File: src/design/tcr_pkg.sv
package tcr_pkg;
    // register offsets (byte addresses)
    localparam logic [7:0] TCR_ADDR_CTRL = 8'hC8;
    localparam logic [7:0] TCR_ADDR_MODE = 8'hC9;
    localparam logic [7:0] TCR_ADDR_RCL = 8'hCA;
    localparam logic [7:0] TCR_ADDR_RCH = 8'hCB;
    localparam logic [7:0] TCR_ADDR_CNTL = 8'hCC;
    localparam logic [7:0] TCR_ADDR_CNTH = 8'hCD;
    // control register field positions
    localparam int TCR_B_OVF = 7;
    localparam int TCR_B_EXF = 6;
    localparam int TCR_B_RXCLK = 5;
    localparam int TCR_B_TXCLK = 4;
    localparam int TCR_B_EXEN = 3;
    localparam int TCR_B_RUN = 2;
    localparam int TCR_B_CT = 1;
    localparam int TCR_B_CPRL = 0;
    // mode register field positions
    localparam int TCR_B_CRST = 3;
    localparam int TCR_B_OE = 1;
    localparam int TCR_B_DOWN_COUNT_ENABLE = 0;
    // writable mode bits; hardware-clear bits belong elsewhere
    localparam logic [7:0] TCR_MODE_MASK = 8'h0B;
    // reset values and the count maximum
    localparam logic [7:0] TCR_RST_BYTE = 8'h00;
    localparam logic [15:0] TCR_RST_WORD = 16'h0000;
    localparam logic [15:0] TCR_CNT_MAX = 16'hFFFF;
    // baud mode advances once per this many clocks
    localparam int TCR_BAUD_DIV = 2;

    // register bus request
    typedef struct packed {
        logic [7:0] addr;
        logic [7:0] wdata;
        logic wr;
        logic rd;
    } tcr_bus_t;

    // pin inputs and external tick sources
    typedef struct packed {
        logic trigger_pin;
        logic count_input_pin;
        logic tick;
        logic t1_ovf;
    } tcr_pins_t;
endpackage : tcr_pkg

File: src/design/tcr_timer.sv
// Our own choice: the address-and-strobe port.
`timescale 1ns/1ps
module tcr_timer
    import tcr_pkg::*;
(
    input wire logic clk_i,
    input wire logic rst_b_i,
    input wire tcr_bus_t bus_i,
    input wire tcr_pins_t pins_i,
    output logic [7:0] rdata_o,
    output logic irq_o,
    output logic rx_baud_o,
    output logic tx_baud_o,
    output logic clk_out_o
);
    // complete state of the block
    typedef struct packed {
        logic [7:0] ctrl;
        logic [7:0] mode;
        logic [15:0] rcap;
        logic [15:0] cnt;
        logic [1:0] trg_sync;
        logic trg_prev;
        logic [1:0] cin_sync;
        logic cin_prev;
        logic baud_ph;
        logic [7:0] rdata;
        logic irq;
        logic rx_baud;
        logic tx_baud;
        logic clk_out;
    } tcr_state_t;

    tcr_state_t st_r;
    tcr_state_t st_nxt;

    // decoded controls
    logic baud_mode;
    logic trg_fall;
    logic cin_fall;
    logic step;
    logic count_up;
    logic ovf_up;
    logic ovf_dn;
    logic ovf;
    logic ext_edge;

    // mode decode and event detection
    always_comb begin
        baud_mode = st_r.ctrl[TCR_B_RXCLK] | st_r.ctrl[TCR_B_TXCLK];
        // only the second sync stage and its delayed copy are compared
        trg_fall = st_r.trg_prev & ~st_r.trg_sync[1];
        cin_fall = st_r.cin_prev & ~st_r.cin_sync[1];
        ext_edge = trg_fall & st_r.ctrl[TCR_B_EXEN] & ~baud_mode;
        if (!st_r.ctrl[TCR_B_RUN]) begin
            step = 1'b0;
        end else if (baud_mode) begin
            step = st_r.baud_ph;
        end else if (st_r.ctrl[TCR_B_CT]) begin
            step = cin_fall;
        end else begin
            step = pins_i.tick;
        end
        // direction only in plain 16-bit auto-reload
        if (!baud_mode && !st_r.ctrl[TCR_B_CPRL]
            && st_r.mode[TCR_B_DOWN_COUNT_ENABLE]) begin
            count_up = st_r.trg_sync[1];
        end else begin
            count_up = 1'b1;
        end
        ovf_up = step & count_up & (st_r.cnt == TCR_CNT_MAX);
        ovf_dn = step & ~count_up & (st_r.cnt == st_r.rcap);
        ovf = ovf_up | ovf_dn;
    end

    // next-state logic
    always_comb begin
        st_nxt = st_r;
        st_nxt.trg_sync = {st_r.trg_sync[0], pins_i.trigger_pin};
        st_nxt.trg_prev = st_r.trg_sync[1];
        st_nxt.cin_sync = {st_r.cin_sync[0], pins_i.count_input_pin};
        st_nxt.cin_prev = st_r.cin_sync[1];
        // baud phase toggles only while running in baud mode
        if (baud_mode && st_r.ctrl[TCR_B_RUN]) begin
            st_nxt.baud_ph = ~st_r.baud_ph;
        end else begin
            st_nxt.baud_ph = 1'b0;
        end
        // counting
        if (step) begin
            if (ovf_up && (baud_mode || !st_r.ctrl[TCR_B_CPRL])) begin
                st_nxt.cnt = st_r.rcap;
            end else if (ovf_dn) begin
                st_nxt.cnt = TCR_CNT_MAX; // wrap on down match
            end else if (count_up) begin
                st_nxt.cnt = st_r.cnt + 16'h0001;
            end else begin
                st_nxt.cnt = st_r.cnt - 16'h0001;
            end
        end
        // trigger edge: capture or reload, edge wins over counting
        if (ext_edge) begin
            if (st_r.ctrl[TCR_B_CPRL]) begin
                st_nxt.rcap = st_r.cnt;
                if (st_r.mode[TCR_B_CRST]) begin
                    st_nxt.cnt = TCR_RST_WORD;
                end
            end else if (!st_r.mode[TCR_B_DOWN_COUNT_ENABLE]) begin
                st_nxt.cnt = st_r.rcap;
            end
        end
        // software writes; hardware sets below take priority
        if (bus_i.wr) begin
            case (bus_i.addr)
                TCR_ADDR_CTRL: st_nxt.ctrl = bus_i.wdata;
                TCR_ADDR_MODE: st_nxt.mode = bus_i.wdata & TCR_MODE_MASK;
                TCR_ADDR_RCL: st_nxt.rcap[7:0] = bus_i.wdata;
                TCR_ADDR_RCH: st_nxt.rcap[15:8] = bus_i.wdata;
                TCR_ADDR_CNTL: st_nxt.cnt[7:0] = bus_i.wdata;
                TCR_ADDR_CNTH: st_nxt.cnt[15:8] = bus_i.wdata;
                default: begin
                    // unmapped write is ignored
                end
            endcase
        end
        // flag sets win over a same-cycle software clear
        if (ovf && !baud_mode) begin
            st_nxt.ctrl[TCR_B_OVF] = 1'b1;
        end
        // external flag: set on edge in capture/reload, set on updown ovf
        if (ext_edge) begin
            st_nxt.ctrl[TCR_B_EXF] = 1'b1;
        end
        if (ovf && !baud_mode && st_r.mode[TCR_B_DOWN_COUNT_ENABLE]
            && !st_r.ctrl[TCR_B_CPRL]) begin
            st_nxt.ctrl[TCR_B_EXF] = 1'b1;
        end
        // interrupt follows the flags held in the register
        st_nxt.irq = st_nxt.ctrl[TCR_B_EXF] | st_nxt.ctrl[TCR_B_OVF];
        // baud ticks for the serial port
        if (st_r.ctrl[TCR_B_RXCLK]) begin
            st_nxt.rx_baud = ovf;
        end else begin
            st_nxt.rx_baud = pins_i.t1_ovf;
        end
        if (st_r.ctrl[TCR_B_TXCLK]) begin
            st_nxt.tx_baud = ovf;
        end else begin
            st_nxt.tx_baud = pins_i.t1_ovf;
        end
        // clock out toggles on each overflow, held low when disabled
        if (!st_r.mode[TCR_B_OE]) begin
            st_nxt.clk_out = 1'b0;
        end else if (ovf) begin
            st_nxt.clk_out = ~st_r.clk_out;
        end
        // read data valid the cycle after the strobe only
        st_nxt.rdata = TCR_RST_BYTE;
        if (bus_i.rd) begin
            case (bus_i.addr)
                TCR_ADDR_CTRL: st_nxt.rdata = st_r.ctrl;
                TCR_ADDR_MODE: st_nxt.rdata = st_r.mode;
                TCR_ADDR_RCL: st_nxt.rdata = st_r.rcap[7:0];
                TCR_ADDR_RCH: st_nxt.rdata = st_r.rcap[15:8];
                TCR_ADDR_CNTL: st_nxt.rdata = st_r.cnt[7:0];
                TCR_ADDR_CNTH: st_nxt.rdata = st_r.cnt[15:8];
                default: st_nxt.rdata = TCR_RST_BYTE;
            endcase
        end
    end

    // state register, synchronous active-low reset
    always_ff @(posedge clk_i) begin
        if (!rst_b_i) begin
            st_r <= '0;
            st_r.trg_sync <= 2'h3;
            st_r.trg_prev <= 1'b1;
            st_r.cin_sync <= 2'h3;
            st_r.cin_prev <= 1'b1;
        end else begin
            st_r <= st_nxt;
        end
    end

    assign rdata_o = st_r.rdata;
    assign irq_o = st_r.irq;
    assign rx_baud_o = st_r.rx_baud;
    assign tx_baud_o = st_r.tx_baud;
    assign clk_out_o = st_r.clk_out;

    // assertions
    property p_ovf_set;
        @(posedge clk_i) disable iff (!rst_b_i)
        (ovf && !baud_mode) |=> st_r.ctrl[TCR_B_OVF];
    endproperty
    a_ovf_set: assert property (p_ovf_set)
        else $error("overflow flag not set");

    property p_ovf_baud;
        @(posedge clk_i) disable iff (!rst_b_i)
        (baud_mode && !st_r.ctrl[TCR_B_OVF] && !bus_i.wr)
            |=> !st_r.ctrl[TCR_B_OVF];
    endproperty
    a_ovf_baud: assert property (p_ovf_baud)
        else $error("overflow flag set in baud mode");

    property p_ovf_hold;
        @(posedge clk_i) disable iff (!rst_b_i)
        (st_r.ctrl[TCR_B_OVF] && !bus_i.wr) |=> st_r.ctrl[TCR_B_OVF];
    endproperty
    a_ovf_hold: assert property (p_ovf_hold)
        else $error("overflow flag cleared by hardware");

    property p_stop;
        @(posedge clk_i) disable iff (!rst_b_i)
        (!st_r.ctrl[TCR_B_RUN] && !bus_i.wr && !ext_edge)
            |=> st_r.cnt == $past(st_r.cnt);
    endproperty
    a_stop: assert property (p_stop)
        else $error("count moved while stopped");

    property p_capture;
        @(posedge clk_i) disable iff (!rst_b_i)
        (ext_edge && st_r.ctrl[TCR_B_CPRL] && !bus_i.wr)
            |=> st_r.rcap == $past(st_r.cnt);
    endproperty
    a_capture: assert property (p_capture)
        else $error("capture missed");

    property p_irq;
        @(posedge clk_i) disable iff (!rst_b_i)
        ext_edge |=> irq_o;
    endproperty
    a_irq: assert property (p_irq)
        else $error("interrupt not raised");

    property p_baud_rate;
        @(posedge clk_i) disable iff (!rst_b_i)
        (step && baud_mode && !bus_i.wr) |=> !step;
    endproperty
    a_baud_rate: assert property (p_baud_rate)
        else $error("baud step too fast");

    property p_clkout_off;
        @(posedge clk_i) disable iff (!rst_b_i)
        !st_r.mode[TCR_B_OE] |=> !clk_out_o;
    endproperty
    a_clkout_off: assert property (p_clkout_off)
        else $error("clock out while disabled");

    // software writes in the same cycle are excluded, they may move count
    property p_dn_match;
        @(posedge clk_i) disable iff (!rst_b_i)
        (ovf_dn && !bus_i.wr)
            |=> st_r.ctrl[TCR_B_OVF] && (st_r.cnt == TCR_CNT_MAX);
    endproperty
    a_dn_match: assert property (p_dn_match)
        else $error("down match missed");

    property p_reload;
        @(posedge clk_i) disable iff (!rst_b_i)
        (ovf_up && (baud_mode || !st_r.ctrl[TCR_B_CPRL]) && !bus_i.wr)
            |=> st_r.cnt == $past(st_r.rcap);
    endproperty
    a_reload: assert property (p_reload)
        else $error("no reload after overflow");

    property p_trig_reload;
        @(posedge clk_i) disable iff (!rst_b_i)
        (ext_edge && !st_r.ctrl[TCR_B_CPRL] && !st_r.mode[TCR_B_DOWN_COUNT_ENABLE]
            && !bus_i.wr) |=> st_r.cnt == $past(st_r.rcap);
    endproperty
    a_trig_reload: assert property (p_trig_reload)
        else $error("no reload on trigger edge");

    property p_cap_reset;
        @(posedge clk_i) disable iff (!rst_b_i)
        (ext_edge && st_r.ctrl[TCR_B_CPRL] && st_r.mode[TCR_B_CRST]
            && !bus_i.wr) |=> st_r.cnt == TCR_RST_WORD;
    endproperty
    a_cap_reset: assert property (p_cap_reset)
        else $error("count not cleared after capture");

    property p_ext_flag;
        @(posedge clk_i) disable iff (!rst_b_i)
        ext_edge |=> st_r.ctrl[TCR_B_EXF];
    endproperty
    a_ext_flag: assert property (p_ext_flag)
        else $error("external flag not set");

    property p_trig_off;
        @(posedge clk_i) disable iff (!rst_b_i)
        (trg_fall && !st_r.ctrl[TCR_B_EXEN] && !st_r.ctrl[TCR_B_EXF]
            && !ovf && !bus_i.wr) |=> !st_r.ctrl[TCR_B_EXF];
    endproperty
    a_trig_off: assert property (p_trig_off)
        else $error("trigger acted while disabled");

    property p_rx_baud;
        @(posedge clk_i) disable iff (!rst_b_i)
        (st_r.ctrl[TCR_B_RXCLK] && ovf) |=> rx_baud_o;
    endproperty
    a_rx_baud: assert property (p_rx_baud)
        else $error("receive baud tick missing");

    property p_tx_baud;
        @(posedge clk_i) disable iff (!rst_b_i)
        (!st_r.ctrl[TCR_B_TXCLK] && pins_i.t1_ovf) |=> tx_baud_o;
    endproperty
    a_tx_baud: assert property (p_tx_baud)
        else $error("transmit baud tick missing");

    property p_counter;
        @(posedge clk_i) disable iff (!rst_b_i)
        (st_r.ctrl[TCR_B_RUN] && st_r.ctrl[TCR_B_CT] && !baud_mode
            && !cin_fall && !ext_edge && !bus_i.wr)
            |=> st_r.cnt == $past(st_r.cnt);
    endproperty
    a_counter: assert property (p_counter)
        else $error("counter moved without pin edge");

    c_cnt_in: cover property (@(posedge clk_i) cin_fall && step);
    c_ovf: cover property (@(posedge clk_i) ovf_up);
    c_dn: cover property (@(posedge clk_i) ovf_dn);
    c_cap: cover property (@(posedge clk_i) ext_edge);
    c_baud: cover property (@(posedge clk_i) baud_mode && ovf);
endmodule : tcr_timer

File: config.mk
export PLATFORM = sky130hd
export DESIGN_NAME = tcr_timer
export DESIGN_NICKNAME = d
export VERILOG_FILES = /design/src/design/tcr_pkg.sv /design/src/design/tcr_timer.sv
export SDC_FILE = /design/constraint.sdc
export NUM_CORES = 1
export LEC_CHECK = 0
export BUFFER_PORTS_ARGS = -buffer_cell sky130_fd_sc_hd__buf_2
export CELL_PAD_IN_SITES_DETAIL_PLACEMENT = 1
export CELL_PAD_IN_SITES_GLOBAL_PLACEMENT = 2
export CORE_MARGIN = 2
export CORE_UTILIZATION = 34
export CTS_BUF_LIST = sky130_fd_sc_hd__clkbuf_4 sky130_fd_sc_hd__clkbuf_8
export DETAILED_ROUTE_END_ITERATION = 16
export PLACE_DENSITY_LB_ADDON = 0.1
export SLEW_MARGIN = 25
export SYNTH_ARGS = -nofsm -noshare
export SYNTH_HDL_FRONTEND = slang
export SYNTH_SLANG_ARGS = --single-unit
File: constraint.sdc
create_clock -name clk_i -period 2.2 [get_ports clk_i]
set_input_delay 0.44 -clock clk_i [delete_from_list [all_inputs] [get_ports clk_i]]
set_output_delay 0.44 -clock clk_i [all_outputs]
set_load 0.01 [all_outputs]
# Word-level counts from Yosys, hierarchy flattened
# Cells that the tools add are included.
word_totals:
  register_bits: 62
  in_bits: 24
  output_inout_bits: 12
  wordCells: 83
op_classes:
  addsub: 2
  n_eq_ne: 8
  mux: 26
  n_bitwise: 17
  reduce_logical: 15
ops:
  columns: ["op", "n"]
  rows:
  - ["$mux 16", 8]
  - ["$eq 8x8->1 const B", 6]
  - ["$mux 48", 1]
  - ["$pmux 8 s6", 1]
  - ["$mux 8", 5]
  - ["$mux 32", 1]
  - ["$add 16x1->16 const B", 1]
  - ["$eq 16x16->1", 1]
  - ["$eq 16x16->1 const B", 1]
  - ["$sub 16x1->16 const B", 1]
  - ["$reduce_and 2->1", 5]
  - ["$mux 1", 9]
  - ["$and 1x1->1", 8]
  - ["$logic_and 1x1->1", 7]
  - ["$not 1->1", 6]
  - ["$mux 4", 1]
  - ["$or 1x1->1", 3]
  - ["$logic_not 1->1", 2]
  - ["$logic_or 1x1->1", 1]

# Depth between registers and ports, before layout
# Gate-level depths: netlist of run 1.
depth:
  word_depth: 19
  mapped_depth: 12
  ltp_nobuf: 10

# Least setup slack after synthesis of run 1
# No wires, ideal clock.
synth_timing:
  kind: "register -> register"
  start: "register st_r[59] in the netlist's numbering"
  end: "register st_r[29] in the netlist's numbering"
  setup_time_ns: 0.123
  arrival_time_ns: 2.324
  required_time_ns: 2.077
  setup_slack_ns: -0.247
  path_stages_with_launch: 13
  path_buffers: 2
  period_less_slack_ns: 2.447
  cell_sequence: "dfxtp_1 -> clkbuf_1 -> nor2b_1 -> clkbuf_1 -> nand2_1 -> xnor2_1 -> ha_1 -> nor2_1 -> nand4_1 -> o32ai_1 -> mux2_2 -> nor2_1 -> a21boi_1"
synth_via:
  elab_chain_cells: 15
  word_cells_on_any_way: 21
  classes_between: "11 x mux; 5 x bitwise; 5 x reduce/logical"
synth_rtl:
  columns: ["element", "line_no", "rtl"]
  rows:
  - ["start: declaration", "tcr_timer.sv:34", "tcr_state_t st_r;"]
  - ["start signal: assignment", "tcr_timer.sv:181", "st_r <= st_nxt;"]
  - ["$logic_not 1->1", "tcr_timer.sv:65, tcr_timer.sv:91", null]
  - ["$logic_and 1x1->1", "tcr_timer.sv:65", "if (!baud_mode && !st_r.ctrl[TCR_B_CPRL]"]
  - ["$logic_and 1x1->1", "tcr_timer.sv:66", "&& st_r.mode[TCR_B_DOWN_COUNT_ENABLE]) begin"]
  - ["$mux 1", "tcr_timer.sv:65", null]
  - ["$not 1->1", "tcr_timer.sv:72", "ovf_dn = step & ~count_up & (st_r.cnt == st_r.rcap);"]
  - ["$and 1x1->1 (2 in a row)", "tcr_timer.sv:72", null]
  - ["$mux 16", "tcr_timer.sv:93", "end else if (ovf_dn) begin"]
  - ["$mux 16", "tcr_timer.sv:91", "if (ovf_up && (baud_mode || !st_r.ctrl[TCR_B_CPRL])) begin"]
  - ["$mux 16", "tcr_timer.sv:90", "if (step) begin"]
  - ["$mux 16 (on tied branches)", "tcr_timer.sv:108, tcr_timer.sv:105", null]
  - ["$mux 16", "tcr_timer.sv:103", "if (st_r.ctrl[TCR_B_CPRL]) begin"]
  - ["$mux 32 (*)", "tcr_timer.sv:102", "if (ext_edge) begin"]
  - ["$mux 8", "tcr_timer.sv:114", "case (bus_i.addr)"]
  - ["$mux 48 (*)", "tcr_timer.sv:113", "if (bus_i.wr) begin"]
# Every way passes the cells marked *; elsewhere a longest branch is shown, timed or not.
# A chain may end at the register's enable or synchronous reset.

# Final worst setup path of run 1
layout_timing:
  start: "register st_r[63] in the netlist's numbering"
  end: "register st_r[25] in the netlist's numbering"
layout_via:
  elab_chain_cells: 16
  word_cells_on_any_way: 26
  classes_between: "13 x mux; 8 x bitwise; 5 x reduce/logical"
layout_rtl:
  columns: ["element", "line_no", "rtl"]
  rows:
  - ["$or 1x1->1 (*)", "tcr_timer.sv:50", "baud_mode = st_r.ctrl[TCR_B_RXCLK] | st_r.ctrl[TCR_B_TXCLK];"]
  - ["$logic_not 1->1", "tcr_timer.sv:65", null]
  - ["$logic_and 1x1->1", "tcr_timer.sv:65", null]
  - ["$logic_and 1x1->1", "tcr_timer.sv:66", null]
  - ["$mux 1", "tcr_timer.sv:65", null]
  - ["$not 1->1", "tcr_timer.sv:72", null]
  - ["$and 1x1->1 (2 in a row)", "tcr_timer.sv:72", null]
  - ["$mux 16", "tcr_timer.sv:93", null]
  - ["$mux 16", "tcr_timer.sv:91", null]
  - ["$mux 16", "tcr_timer.sv:90", null]
  - ["$mux 16 (on tied branches)", "tcr_timer.sv:108, tcr_timer.sv:105", null]
  - ["$mux 16", "tcr_timer.sv:103", null]
  - ["$mux 32 (*)", "tcr_timer.sv:102", null]
  - ["$mux 8", "tcr_timer.sv:114", null]
  - ["$mux 48 (*)", "tcr_timer.sv:113", null]
# Marks and branches as above.

==> out/results.txt, run 1 <==
Run status - completed
Synth-to-layout area growth - 27.9%
Average cell area after synthesis - 8.02 sq um
Number of buffer cells added on primary ports - 35
Layout Utilization - 44.8%
Number of nets at the end of the flow - 631
Required arrival time at the worst endpoint - 2.46 ns
Combinational family with the most area after synthesis - compound AO/OA/AOI/OAI gates
Worst hold path type - input pin to flip-flop
Highest-delay cell along the critical path - or3_4
Total grt overflow - 0
Die area - 13400 sq um
CTS Hold Buffers Added - 0
Die width - 116 um
Initial cell density of the core - 35.0%
Maximum Capacitance Violations - 0
Power density over cell area - 455 nW/um^2
Clock Skew - 0.00799 ns
Die height - 116 um
Bufs on Longest Clock Path - 2
Cell family with the largest share of critical-path delay - compound AO/OA/AOI/OAI gates
Drt pass-1 iters - 4
Sink Count - 62
Cell Chain, Critical Path - or3_4 -> o211a_1 -> nand4_1 -> o21ai_1 -> buf_4 -> a2111oi_2 -> a211oi_2
Post-synthesis net count - 555
Number of distinct library cell variants in the gate-level netlist after synthesis - 70
Critical path data arrival time - 2.43 ns
Combined area of all synthesized cells - 4240 sq um
Clk Latency, worst-skew pair - 0.38 ns
Site row count - 40
Maximum fanout along the worst path - 11
Number of buffers inserted during clock tree synthesis - 9
Largest net degree at the start of global routing - 20
Worst ir drop on vdd - 0.314 mV
Largest cells by area after synthesis - dfxtp_1 (29%), mux2i_1 (8.5%), nor2_1 (6.3%)
Asr flop ratio synth - 0%
Top flip-flop cell by instance count after synthesis - dfxtp_1
Master cell of the clock root buffer - clkbuf_8
Initial antenna violation count - 0
Max-slew violation total from the final report - 0
Unrepaired setup endpoints after global routing - yes
Global-route total usage across every layer - 28.8%
Buffering stage count on the worst path with inverters included - 1
Reported leakage power - 2.36 nW
Number of enable flip-flop cells after synthesis - 0
Final Setup Violations - 0
Register area share after synthesis - 29.3%
Cell type with the highest aggregate area in the netlist - dfxtp_1
WL final - 18.4 mm
Total DRC errors in the routed layout - 0
Worst-Margin Slew - 0.489 ns
Post-Synth Adder-Cell Area - 0.590%
Number of instances in the synthesized netlist - 529
Area of the core - 12100 sq um
HPWL reported at the end of detailed placement - 13.9 mm
Area share of xor/xnor cells in the synthesized design - 5.37%
Critical path start-end classification - flip-flop to flip-flop
Number of violations reported at the end of detailed-routing iteration 0 - 332
Global placement routability congestion - 0.939
Fill count - 1483
Synth warnings - 0
Fmax - 461 MHz
Clock tree from TritonCTS - done
Wirelength per Cell - 23.7 um
Sum of internal, switching and leakage power - 2.47 mW
Startpoint types - flip-flop
Crit path time final - 2.17 ns
Share of the cycle needed by the critical path after routing - 98.7%
Hold Fails Final Rpt - 0
First-pass GRT wire length - 28.0 mm
Worst-case headroom to the max-slew limit - 67.3%
#FFs+latches synth - 62
Number of placed I/O pins - 36
H-tree depth - 3
Remaining number of nets flagged by the antenna check after routing - 0
Fraction of the mapped netlist area in compound gates - 25.4%
Share of Yosys cell area claimed by the top area cell type - 29.3%
Final setup TNS - 0 ns
Antenna diode count - 0
Proportion of layout cells with a drive suffix above 1 - 30.8%
Via count of the routed design - 4535
Drt via density - 5.83
Multiplexer area fraction after synthesis - 10.9%
Post-CTS clock slew at the launch and capture registers of the worst setup and hold paths - 0.08 ns
Synth Area in Simple Gates - 21.5%
Number of global-route vias before repair - 4507
Critical path endpoint category - flip-flop
Largest stage delay on the critical path - 0.47 ns
[routing by layer]
metal  share of wire (%)  GRT usage (%)
met5                   0              0
met4                 2.9           10.0
met3                 5.5           6.17
met2                  45           43.9
met1                  47           40.2
[worst reg2reg max path, cell delays in order, from the launching register on]
cell and delay [ns]:
dfxtp_4 0.37, or3_4 0.47, o211a_1 0.30, nand4_1 0.17, o21ai_1 0.08, buf_4 0.19
a2111oi_2 0.39, a211oi_2 0.09
[through the flow]
stage	area, sq um	std cells	setup slack, ns	hold slack [ns]
detailed placement	4990	761	-0.119	0.407
floorplan	4260	529	-0.0623	0.386
finish	5430	778	0.0295	0.254
global route	5430	778	-0.0699	0.253
global placement	4990	761	-0.0796	0.388
CTS	5260	777	0.00754	0.243
[timing repair]
item                                    CTS  global route
buffers inserted                          0             1
pin swaps                                 1            10
gates resized for setup                   7            33
endpoints found under the setup margin    6            18
[registers in the layout (all words and copies together), names as in the netlist]
| register | count |
|---|---|
| tx_baud_o | 1 |
| st_nxt | 4 |
| clk_out_o | 1 |
| rdata_o | 8 |
| rx_baud_o | 1 |
| irq_o | 1 |
| st_r | 46 |
[synth_stat cells, types with 6 or more instances]
| master | count |
|---|---|
| inv_1 | 10 |
| xor2_1 | 24 |
| dfxtp_1 | 62 |
| a22oi_1 | 7 |
| o211ai_1 | 7 |
| o21ai_1 | 6 |
| a21oi_1 | 26 |
| o21ai_0 | 23 |
| a211oi_1 | 17 |
| mux2_2 | 9 |
| clkbuf_1 | 31 |
| nor2_1 | 71 |
| nand3_1 | 13 |
| nor3_1 | 8 |
| buf_4 | 9 |
| a221oi_1 | 7 |
| mux2i_1 | 36 |
| nand4_1 | 11 |
| nand2b_1 | 8 |
| nand2_1 | 29 |
| o22a_1 | 6 |
[logic make-up (layout without fill, tap and decap cells)]
logic type                 Yosys count  after routing
and+or+nand+nor                    183            183
AOI/OAI and AO/OA                  150            150
DFF                                 62             62
buffers and inverters               61            142
muxes                               45             45
xor gates and xnor gates            26             26
adders and majority gates            2              2
[final cells by class]
type	instances	area [sq um]	share of cell area, %
Clock buffer	9	124	2.28
Clock inverter	7	97.6	1.80
Inverter	10	37.5	0.692
Multi-Input combinational cell	406	2910	53.6
Sequential cell	62	1250	23.0
Tap cell	168	210	3.87
Timing Repair Buffer	116	800	14.7
[power breakdown]
part           switching, mW  internal (mW)  leakage, nW
sequential           0.00442           1.13        0.503
clock                  0.536          0.641        0.106
combinational          0.104         0.0559         1.75
[placed cells by master, fill, tap and decap left out, types with 12 or more instances in the layout]
cell type | Yosys | final
a21oi_1 | 26 | 25
nand3_1 | 13 | 12
dfxtp_1 | 62 | 57
a211oi_1 | 17 | 16
nor2_1 | 71 | 69
mux2i_1 | 36 | 36
nand2_1 | 29 | 27
buf_2 | 4 | 35
xor2_1 | 24 | 22
buf_4 | 9 | 79
o21ai_0 | 23 | 22
[worst paths after layout]
| check | to | cells after the start | start | slack [ns] |
|---|---|---|---|---|
| setup / recovery | st_r[25] | 7 | st_r[63] | 0.03 |
| hold / removal | st_nxt[15] | 2 | pins_i[2] | 0.25 |
| setup reg to reg | st_r[25] | 7 | st_r[63] | 0.03 |
| hold reg to reg | st_nxt[16] | 1 | st_nxt[18] | 0.42 |
Power figures use the tool's default switching activity.
==> inputs of run 2 (changes only) <==
--- a/config.mk
+++ b/config.mk
@@ -7,2 +7,3 @@
 export LEC_CHECK = 0
+export ABC_AREA = 1
 export BUFFER_PORTS_ARGS = -buffer_cell sky130_fd_sc_hd__buf_2
@@ -11,3 +12,3 @@
 export CORE_MARGIN = 2
-export CORE_UTILIZATION = 34
+export CORE_UTILIZATION = 31
 export CTS_BUF_LIST = sky130_fd_sc_hd__clkbuf_4 sky130_fd_sc_hd__clkbuf_8
==> constraint.sdc (replaced) <==
create_clock -name clk_i -period 2.2 [get_ports clk_i]
set_input_delay 0.11 -clock clk_i [delete_from_list [all_inputs] [get_ports clk_i]]
set_output_delay 0.11 -clock clk_i [all_outputs]
set_load 0.01 [all_outputs]
==> run 2 against run 1 <==
The flow now finishes with violations (setup timing). Final cell count increased by 29%. Sequential share of layout area shrank 1.5 points. Wire length increased by 7.2%. Total power down 9.7%. Die area is 16% higher. Flip-flop and latch count did not move. Largest power group is now registers. Setup slack worse by 0.063 ns.
==> out/results.txt, run 2 <==
Reg with most FFs - st_r
Top cell by count, worst path - nand2_1
Clock Skew - 0.0146 ns
Cell Chain, Critical Path - nor2_4 -> nand3_4 -> buf_4 -> buf_4 -> nor3_4 -> nand3_4 -> nand2_4 -> clkinvlp_4 -> nand3_2 -> nand2_1 -> nand2_1 -> nand2_1 -> a21oi_2
Most used standard cells in the synthesized netlist - nand2_1 (167), inv_1 (87), nor2_1 (71)
Hold Fails Final Rpt - 0
Register area share after synthesis - 27.4%
H-tree depth - 3
Clock tree from TritonCTS - done
Sum of internal, switching and leakage power - 2.23 mW
Worst-case headroom to the max-slew limit - 53.6%
Maximum fanout along the worst path - 5
First-pass GRT wire length - 30.0 mm
Worst hold path type - input pin to flip-flop
Crit path time final - 2.23 ns
Largest net degree at the start of global routing - 41
Critical path data arrival time - 2.52 ns
Cell area after layout - 5840 sq um
Combinational family with the most area after synthesis - simple AND/OR/NAND/NOR gates
Number of buffers inserted during clock tree synthesis - 9
Synth warnings - 0
Die width - 125 um
Least setup slack across all paths after layout - -0.0336 ns
Area of the core - 14400 sq um
#FFs+latches synth - 62
Master cell of the clock root buffer - clkbuf_8
Synth-to-layout area growth - 28.9%
Most frequent standard cell in the layout excluding fill and tap cells - nand2_1
Number of violations reported at the end of detailed-routing iteration 0 - 332
Sink Count - 62
Initial antenna violation count - 0
Largest cells by area after synthesis - dfxtp_1 (27%), nand2_1 (14%), o21ai_0 (7.6%)
Worst Setup EP - st_r[29]
Asr flop ratio synth - 0%
Post-synthesis net count - 748
Global placement routability congestion - 0.940
Worst hold margin - 0.0677 ns
Net switching power figure - 607 uW
Reported leakage power - 2.52 nW
Post-Synth Adder-Cell Area - 0.552%
Total area of sequential cells - 1260 sq um
Number of global-route vias before repair - 5268
Run status - finished with violations
Worst-Margin Slew - 0.695 ns
Multiplexer area fraction after synthesis - 0%
Required arrival time at the worst endpoint - 2.49 ns
Number of instances in the synthesized netlist - 722
Number of enable flip-flop cells after synthesis - 0
Total grt overflow - 0
Most frequent cells in the layout - nand2_1 (150), inv_1 (83), buf_4 (69)
Cell family with the largest share of critical-path delay - simple AND/OR/NAND/NOR gates
R2r endpoint - st_r[29]
Setup WS pre-CTS - -0.0556 ns
Switching Share - 27.2%
Area of placed instances - 5160 sq um
Bufs on Longest Clock Path - 2
Clk Latency, worst-skew pair - 0.36 ns
Max-slew violation total from the final report - 0
Number of buffer cells added on primary ports - 35
Global-route total usage across every layer - 24.9%
Final Setup Violations - 4
Setup slack, reg-to-reg - -0.03 ns
Violations in the final reports - setup timing
Fraction of the mapped netlist area in compound gates - 22.9%
Via count of the routed design - 5265
WL final - 19.7 mm
FF-to-FF Start - st_r[63]
Average cell area after synthesis - 6.27 sq um
Top flip-flop cell by instance count after synthesis - dfxtp_1
Number of placed I/O pins - 36
Antenna diode count - 0
Die area - 15600 sq um
Drt pass-1 iters - 5
Cells on worst reg2reg path - 13
Fill count - 1894
Share of the cycle needed by the critical path after routing - 102%
Largest register FFs - 46
HPWL reported at the end of detailed placement - 15.2 mm
Fmax - 448 MHz
Site row count - 44
Worst setup path start - st_r[63]
Seq pwr share - 50.7%
Buffering stage count on the worst path with inverters included - 3
Number of nets at the end of the flow - 840
Remaining number of nets flagged by the antenna check after routing - 0
Die height - 125 um
Startpoint types - flip-flop
Number of distinct library cell variants in the gate-level netlist after synthesis - 45
Unrepaired setup endpoints after global routing - yes
Wirelength per Cell - 19.7 um
Proportion of layout cells with a drive suffix above 1 - 27.7%
Combined area of all synthesized cells - 4530 sq um
Multi-input logic area - 2950 sq um
Share of Yosys cell area claimed by the top area cell type - 27.4%
Clock network fraction of design power - 43.3%
Post-CTS clock slew at the launch and capture registers of the worst setup and hold paths - 0.08 ns
Maximum Capacitance Violations - 0
Synth Area in Simple Gates - 31.4%
Relative contribution of combinational cells to total power - 6.0%
Power density over cell area - 382 nW/um^2
Worst ir drop on vdd - 0.306 mV
Critical path endpoint category - flip-flop
Total DRC errors in the routed layout - 0
Drt via density - 5.25
Critical path start-end classification - flip-flop to flip-flop
Initial cell density of the core - 31.4%
Highest-delay cell along the critical path - dfxtp_4
Area share of xor/xnor cells in the synthesized design - 4.83%
Largest stage delay on the critical path - 0.36 ns
Cell with the most instances after synthesis - nand2_1
Cell type with the highest aggregate area in the netlist - dfxtp_1
Int Pwr - 1.62 mW
Logic depth of the worst setup path including buffers - 13
==> run 2: cell types whose count changed after synthesis, moves of 9 or more <==
cell / delta
nand2_1: +138
inv_1: +77
o21ai_0: +46
mux2i_1: -36
a21oi_1: +20
clkbuf_1: -20
nand3_1: +18
a211oi_1: -14
o22ai_1: +12
a31oi_1: +10
inv_2: +10
a41oi_1: +9
mux2_2: -9
==> run 2: power by group through the flow <==
stage / clock, mW / combinational [mW] / sequential, mW
after floorplan: 0 / 0.0577 / 1.16
after global placement: 0 / 0.125 / 1.16
after detailed placement: 0 / 0.127 / 1.16
after CTS: 0.987 / 0.131 / 1.13
after global routing: 1.04 / 0.145 / 1.13
final: 0.965 / 0.134 / 1.13
==> run 2: logic make-up (layout without fill, tap and decap cells) <==
logic type      after synthesis  in the layout
flops                        62             62
xor+xnor                     25             25
compound gates              176            176
fa+ha+maj                     2              2
buf+inv                     132            229
simple gates                325            325
==> run 2: routing by layer <==
metal	vias up	track usage [%]	routed length [um]	part of all wire [%]
li1	2560	-	-	-
met1	2568	34.2	9480	48
met2	112	40.2	9140	46
met3	25	3.52	593	3.0
met4	0	7.97	528	2.7
met5	-	0	0	0
==> run 2: worst min-delay path by stage <==
stage / startpoint / end / slack [ns] / depth (start not counted)
floorplan: pins_i[2] / st_nxt[15] / 0.22 / 1
global placement: pins_i[2] / st_nxt[15] / 0.30 / 2
detailed placement: pins_i[2] / st_nxt[15] / 0.30 / 2
CTS: bus_i[0] / rdata_o[3] / 0.06 / 3
global route: bus_i[0] / rdata_o[1] / 0.08 / 3
finish: bus_i[0] / rdata_o[3] / 0.07 / 3
==> run 2: cell type report <==
type | instances | share of cell area (%)
Tap cell | 184 | 3.94
Clock buffer | 11 | 2.49
Clock inverter | 5 | 0.600
Multi-Input combinational cell | 528 | 50.5
Timing Repair inverter | 1 | 0.129
Timing Repair Buffer | 113 | 14.3
Inverter | 99 | 6.54
Sequential cell | 62 | 21.5
==> run 2: per-stage QoR <==
| stage | util [%] | std cells | TNS [ns] |
|---|---|---|---|
| 6_report | 40.5 | 1003 | -0.0591 |
| 5_1_grt | 40.5 | 1003 | -1.67 |
| 4_1_cts | 38.2 | 992 | 0 |
| 3_5_place_dp | 35.8 | 963 | -0.143 |
| 3_3_place_gp | 35.8 | 963 | 0 |
| 2_1_floorplan | - | 722 | 0 |
==> run 2: worst register-to-register path, delay by kind of cell (launching register included) <==
kind,cells,cell delay (ns)
AND/OR/NAND/NOR,9,1.18
buffers and inverters,3,0.52
flip-flops,1,0.36
AO/OA/AOI/OAI,1,0.11
==> run 2: what timing repair did <==
action                                  CTS  global route
endpoints found under the setup margin   11            18
setup buffers                            10            10
hold buffers                              2             0
endpoints found under the hold margin     2             0
gates cloned                              1             1
gates resized for setup                  24            54
pin swaps                                10            27
==> inputs of run 3 (changes only) <==
Settings changed: TNS_END_PERCENT set to 30.
==> run 3 against run 2 <==
The flow still finishes with violations (setup timing). Combinational power about the same. Sequential power about the same. Register-to-register slack hardly changed. Critical path depth is the same. Non-clock buffer count shrank 1. Total power grew 0.12%. Largest cell class unchanged. Final cell count about the same. Fmax is 0.64% higher. Sequential share of layout area rose by 0.12 points. Largest power group unchanged.
==> out/results.txt, run 3 (same netlist as run 2, synthesis figures left out) <==
Worst ir drop on vdd - 0.305 mV
Unrepaired setup endpoints after global routing - yes
HPWL reported at the end of detailed placement - 15.2 mm
Critical path start-end classification - flip-flop to flip-flop
WL final - 19.7 mm
Required arrival time at the worst endpoint - 2.49 ns
Net switching power figure - 609 uW
Clock network fraction of design power - 43.4%
Fmax - 451 MHz
Highest-utilization routing layer at the global route stage - met2
Most frequent cells in the layout - nand2_1 (152), inv_1 (83), o21ai_0 (69), buf_4 (69), nor2_1 (68)
Post-CTS clock slew at the launch and capture registers of the worst setup and hold paths - 0.09 ns
Area of the core - 14400 sq um
Critical path endpoint category - flip-flop
Master cell of the clock root buffer - clkbuf_8
Clk Latency, worst-skew pair - 0.36 ns
Die width - 125 um
Total DRC errors in the routed layout - 0
Clock Skew - 0.0166 ns
Die height - 125 um
Crit path time final - 2.22 ns
Number of buffers inserted during clock tree synthesis - 9
Number of violations reported at the end of detailed-routing iteration 0 - 327
First-pass GRT wire length - 30.0 mm
Remaining number of nets flagged by the antenna check after routing - 0
Largest net degree at the start of global routing - 41
Critical path data arrival time - 2.51 ns
Seq pwr share - 50.7%
Worst hold margin - 0.0709 ns
Int Pwr - 1.62 mW
Area of placed instances - 5160 sq um
Switching Share - 27.3%
Proportion of layout cells with a drive suffix above 1 - 27.0%
GR met3 Demand/Resource - 3.52%
Site row count - 44
Number of global-route vias before repair - 5268
H-tree depth - 3
Fill count - 1895
Run status - finished with violations
Cell area after layout - 5810 sq um
Wirelength per Cell - 19.6 um
Antenna diode count - 0
Cell Chain, Critical Path - nor2_4 -> nand3_4 -> buf_4 -> buf_4 -> nor3_4 -> nand3_4 -> nand2_4 -> clkinvlp_4 -> nand3_2 -> nand2_1 -> nand2_1 -> nand2_1 -> a21oi_2
Global-route total usage across every layer - 24.9%
Share of the cycle needed by the critical path after routing - 101%
Number of placed I/O pins - 36
Initial cell density of the core - 31.4%
Final Setup Violations - 3
Startpoint types - flip-flop
Reported leakage power - 2.51 nW
Number of nets at the end of the flow - 839
Sum of internal, switching and leakage power - 2.23 mW
Worst-case headroom to the max-slew limit - 52.7%
Maximum Capacitance Violations - 0
Sink Count - 62
Power density over cell area - 384 nW/um^2
Largest stage delay on the critical path - 0.36 ns
Clock tree from TritonCTS - done
Buffering stage count on the worst path with inverters included - 3
Count of placed standard cells including taps - 963
Final cell count without fillers - 1002
Violations in the final reports - setup timing
Initial antenna violation count - 0
Top cell by count, worst path - nand2_1
Least setup slack across all paths after layout - -0.0194 ns
Maximum fanout along the worst path - 5
Number of buffer cells added on primary ports - 35
Worst hold path type - input pin to flip-flop
Setup WS pre-CTS - -0.0556 ns
Cell family with the largest share of critical-path delay - simple AND/OR/NAND/NOR gates
Highest-delay cell along the critical path - dfxtp_4
Total grt overflow - 0
Most frequent standard cell in the layout excluding fill and tap cells - nand2_1
Drt via density - 5.26
GR Util met2 - 40.2%
Die area - 15600 sq um
Largest register FFs - 46
Worst-Margin Slew - 0.707 ns
Reg with most FFs - st_r
Max-slew violation total from the final report - 0
Relative contribution of combinational cells to total power - 6.0%
Hold Fails Final Rpt - 0
Drt pass-1 iters - 5
Met1 track demand over resource in global routing - 34.2%
Via count of the routed design - 5272
Global placement routability congestion - 0.940
Bufs on Longest Clock Path - 2
Synth-to-layout area growth - 28.2%
-- run 3: cell count changes in the layout (fill, tap and decap cells not counted), moves of 2 or more --
cell	previous run	this run
nand2_1	150	152
nand2_2	22	20
nand3_1	20	23
nand3_2	10	7
o21ai_0	67	69
o21ai_1	5	3
-- run 3: repair_timing --
item,CTS,global route
gates resized for setup,24,46
setup endpoints to repair,11,18
endpoints found under the hold margin,2,0
gates cloned,1,1
pin swaps,10,24
setup buffers,10,9
hold buffers,2,0
-- run 3: cell type report --
| cell class | instances | area, sq um | share of cell area (%) |
|---|---|---|---|
| timing repair inverter | 1 | 7.51 | 0.129 |
| clock buffer | 11 | 145 | 2.50 |
| multi-input combinational | 528 | 2930 | 50.4 |
| timing repair buffer | 112 | 821 | 14.1 |
| inverter | 99 | 382 | 6.57 |
| clock inverter | 5 | 35.0 | 0.603 |
| sequential | 62 | 1260 | 21.7 |
| tap | 184 | 230 | 3.97 |
-- run 3: through the flow --
step / utilization [%] / TNS, ns
after floorplan: - / 0
after global placement: 35.8 / 0
after detailed placement: 35.8 / -0.143
after CTS: 38.2 / 0
after global routing: 40.2 / -1.80
final: 40.2 / -0.0255
-- run 3: power by group through the flow --
stage / combinational [mW] / sequential (mW) / clock (mW)
after floorplan: 0.0577 / 1.16 / 0
after global placement: 0.125 / 1.16 / 0
after detailed placement: 0.127 / 1.16 / 0
after CTS: 0.131 / 1.13 / 0.987
after global routing: 0.145 / 1.13 / 1.04
final: 0.134 / 1.13 / 0.968
-- run 3: per-layer routing --
| metal | up-vias | share of wire, % |
|---|---|---|
| met5 | - | 0 |
| met4 | 0 | 2.8 |
| met3 | 29 | 3.1 |
| met2 | 117 | 46 |
| met1 | 2566 | 48 |
| li1 | 2560 | - |
-- run 3: final timing paths --
check,startpoint,endpoint,depth (start not counted),slack [ns]
setup / recovery,st_r[63],st_r[29],13,-0.02
hold / removal,bus_i[0],rdata_o[3],3,0.07
setup reg to reg,st_r[63],st_r[29],13,-0.02
hold reg to reg,st_nxt[18],st_nxt[16],1,0.42
-- run 3: worst register-to-register path, cell delays in order, from the launching register on --
cell,delay [ns]
dfxtp_4,0.36
nor2_4,0.19
nand3_4,0.18
buf_4,0.18
buf_4,0.14
nor3_4,0.20
nand3_4,0.12
nand2_4,0.15
clkinvlp_4,0.19
nand3_2,0.16
nand2_1,0.06
nand2_1,0.05
nand2_1,0.05
a21oi_2,0.11
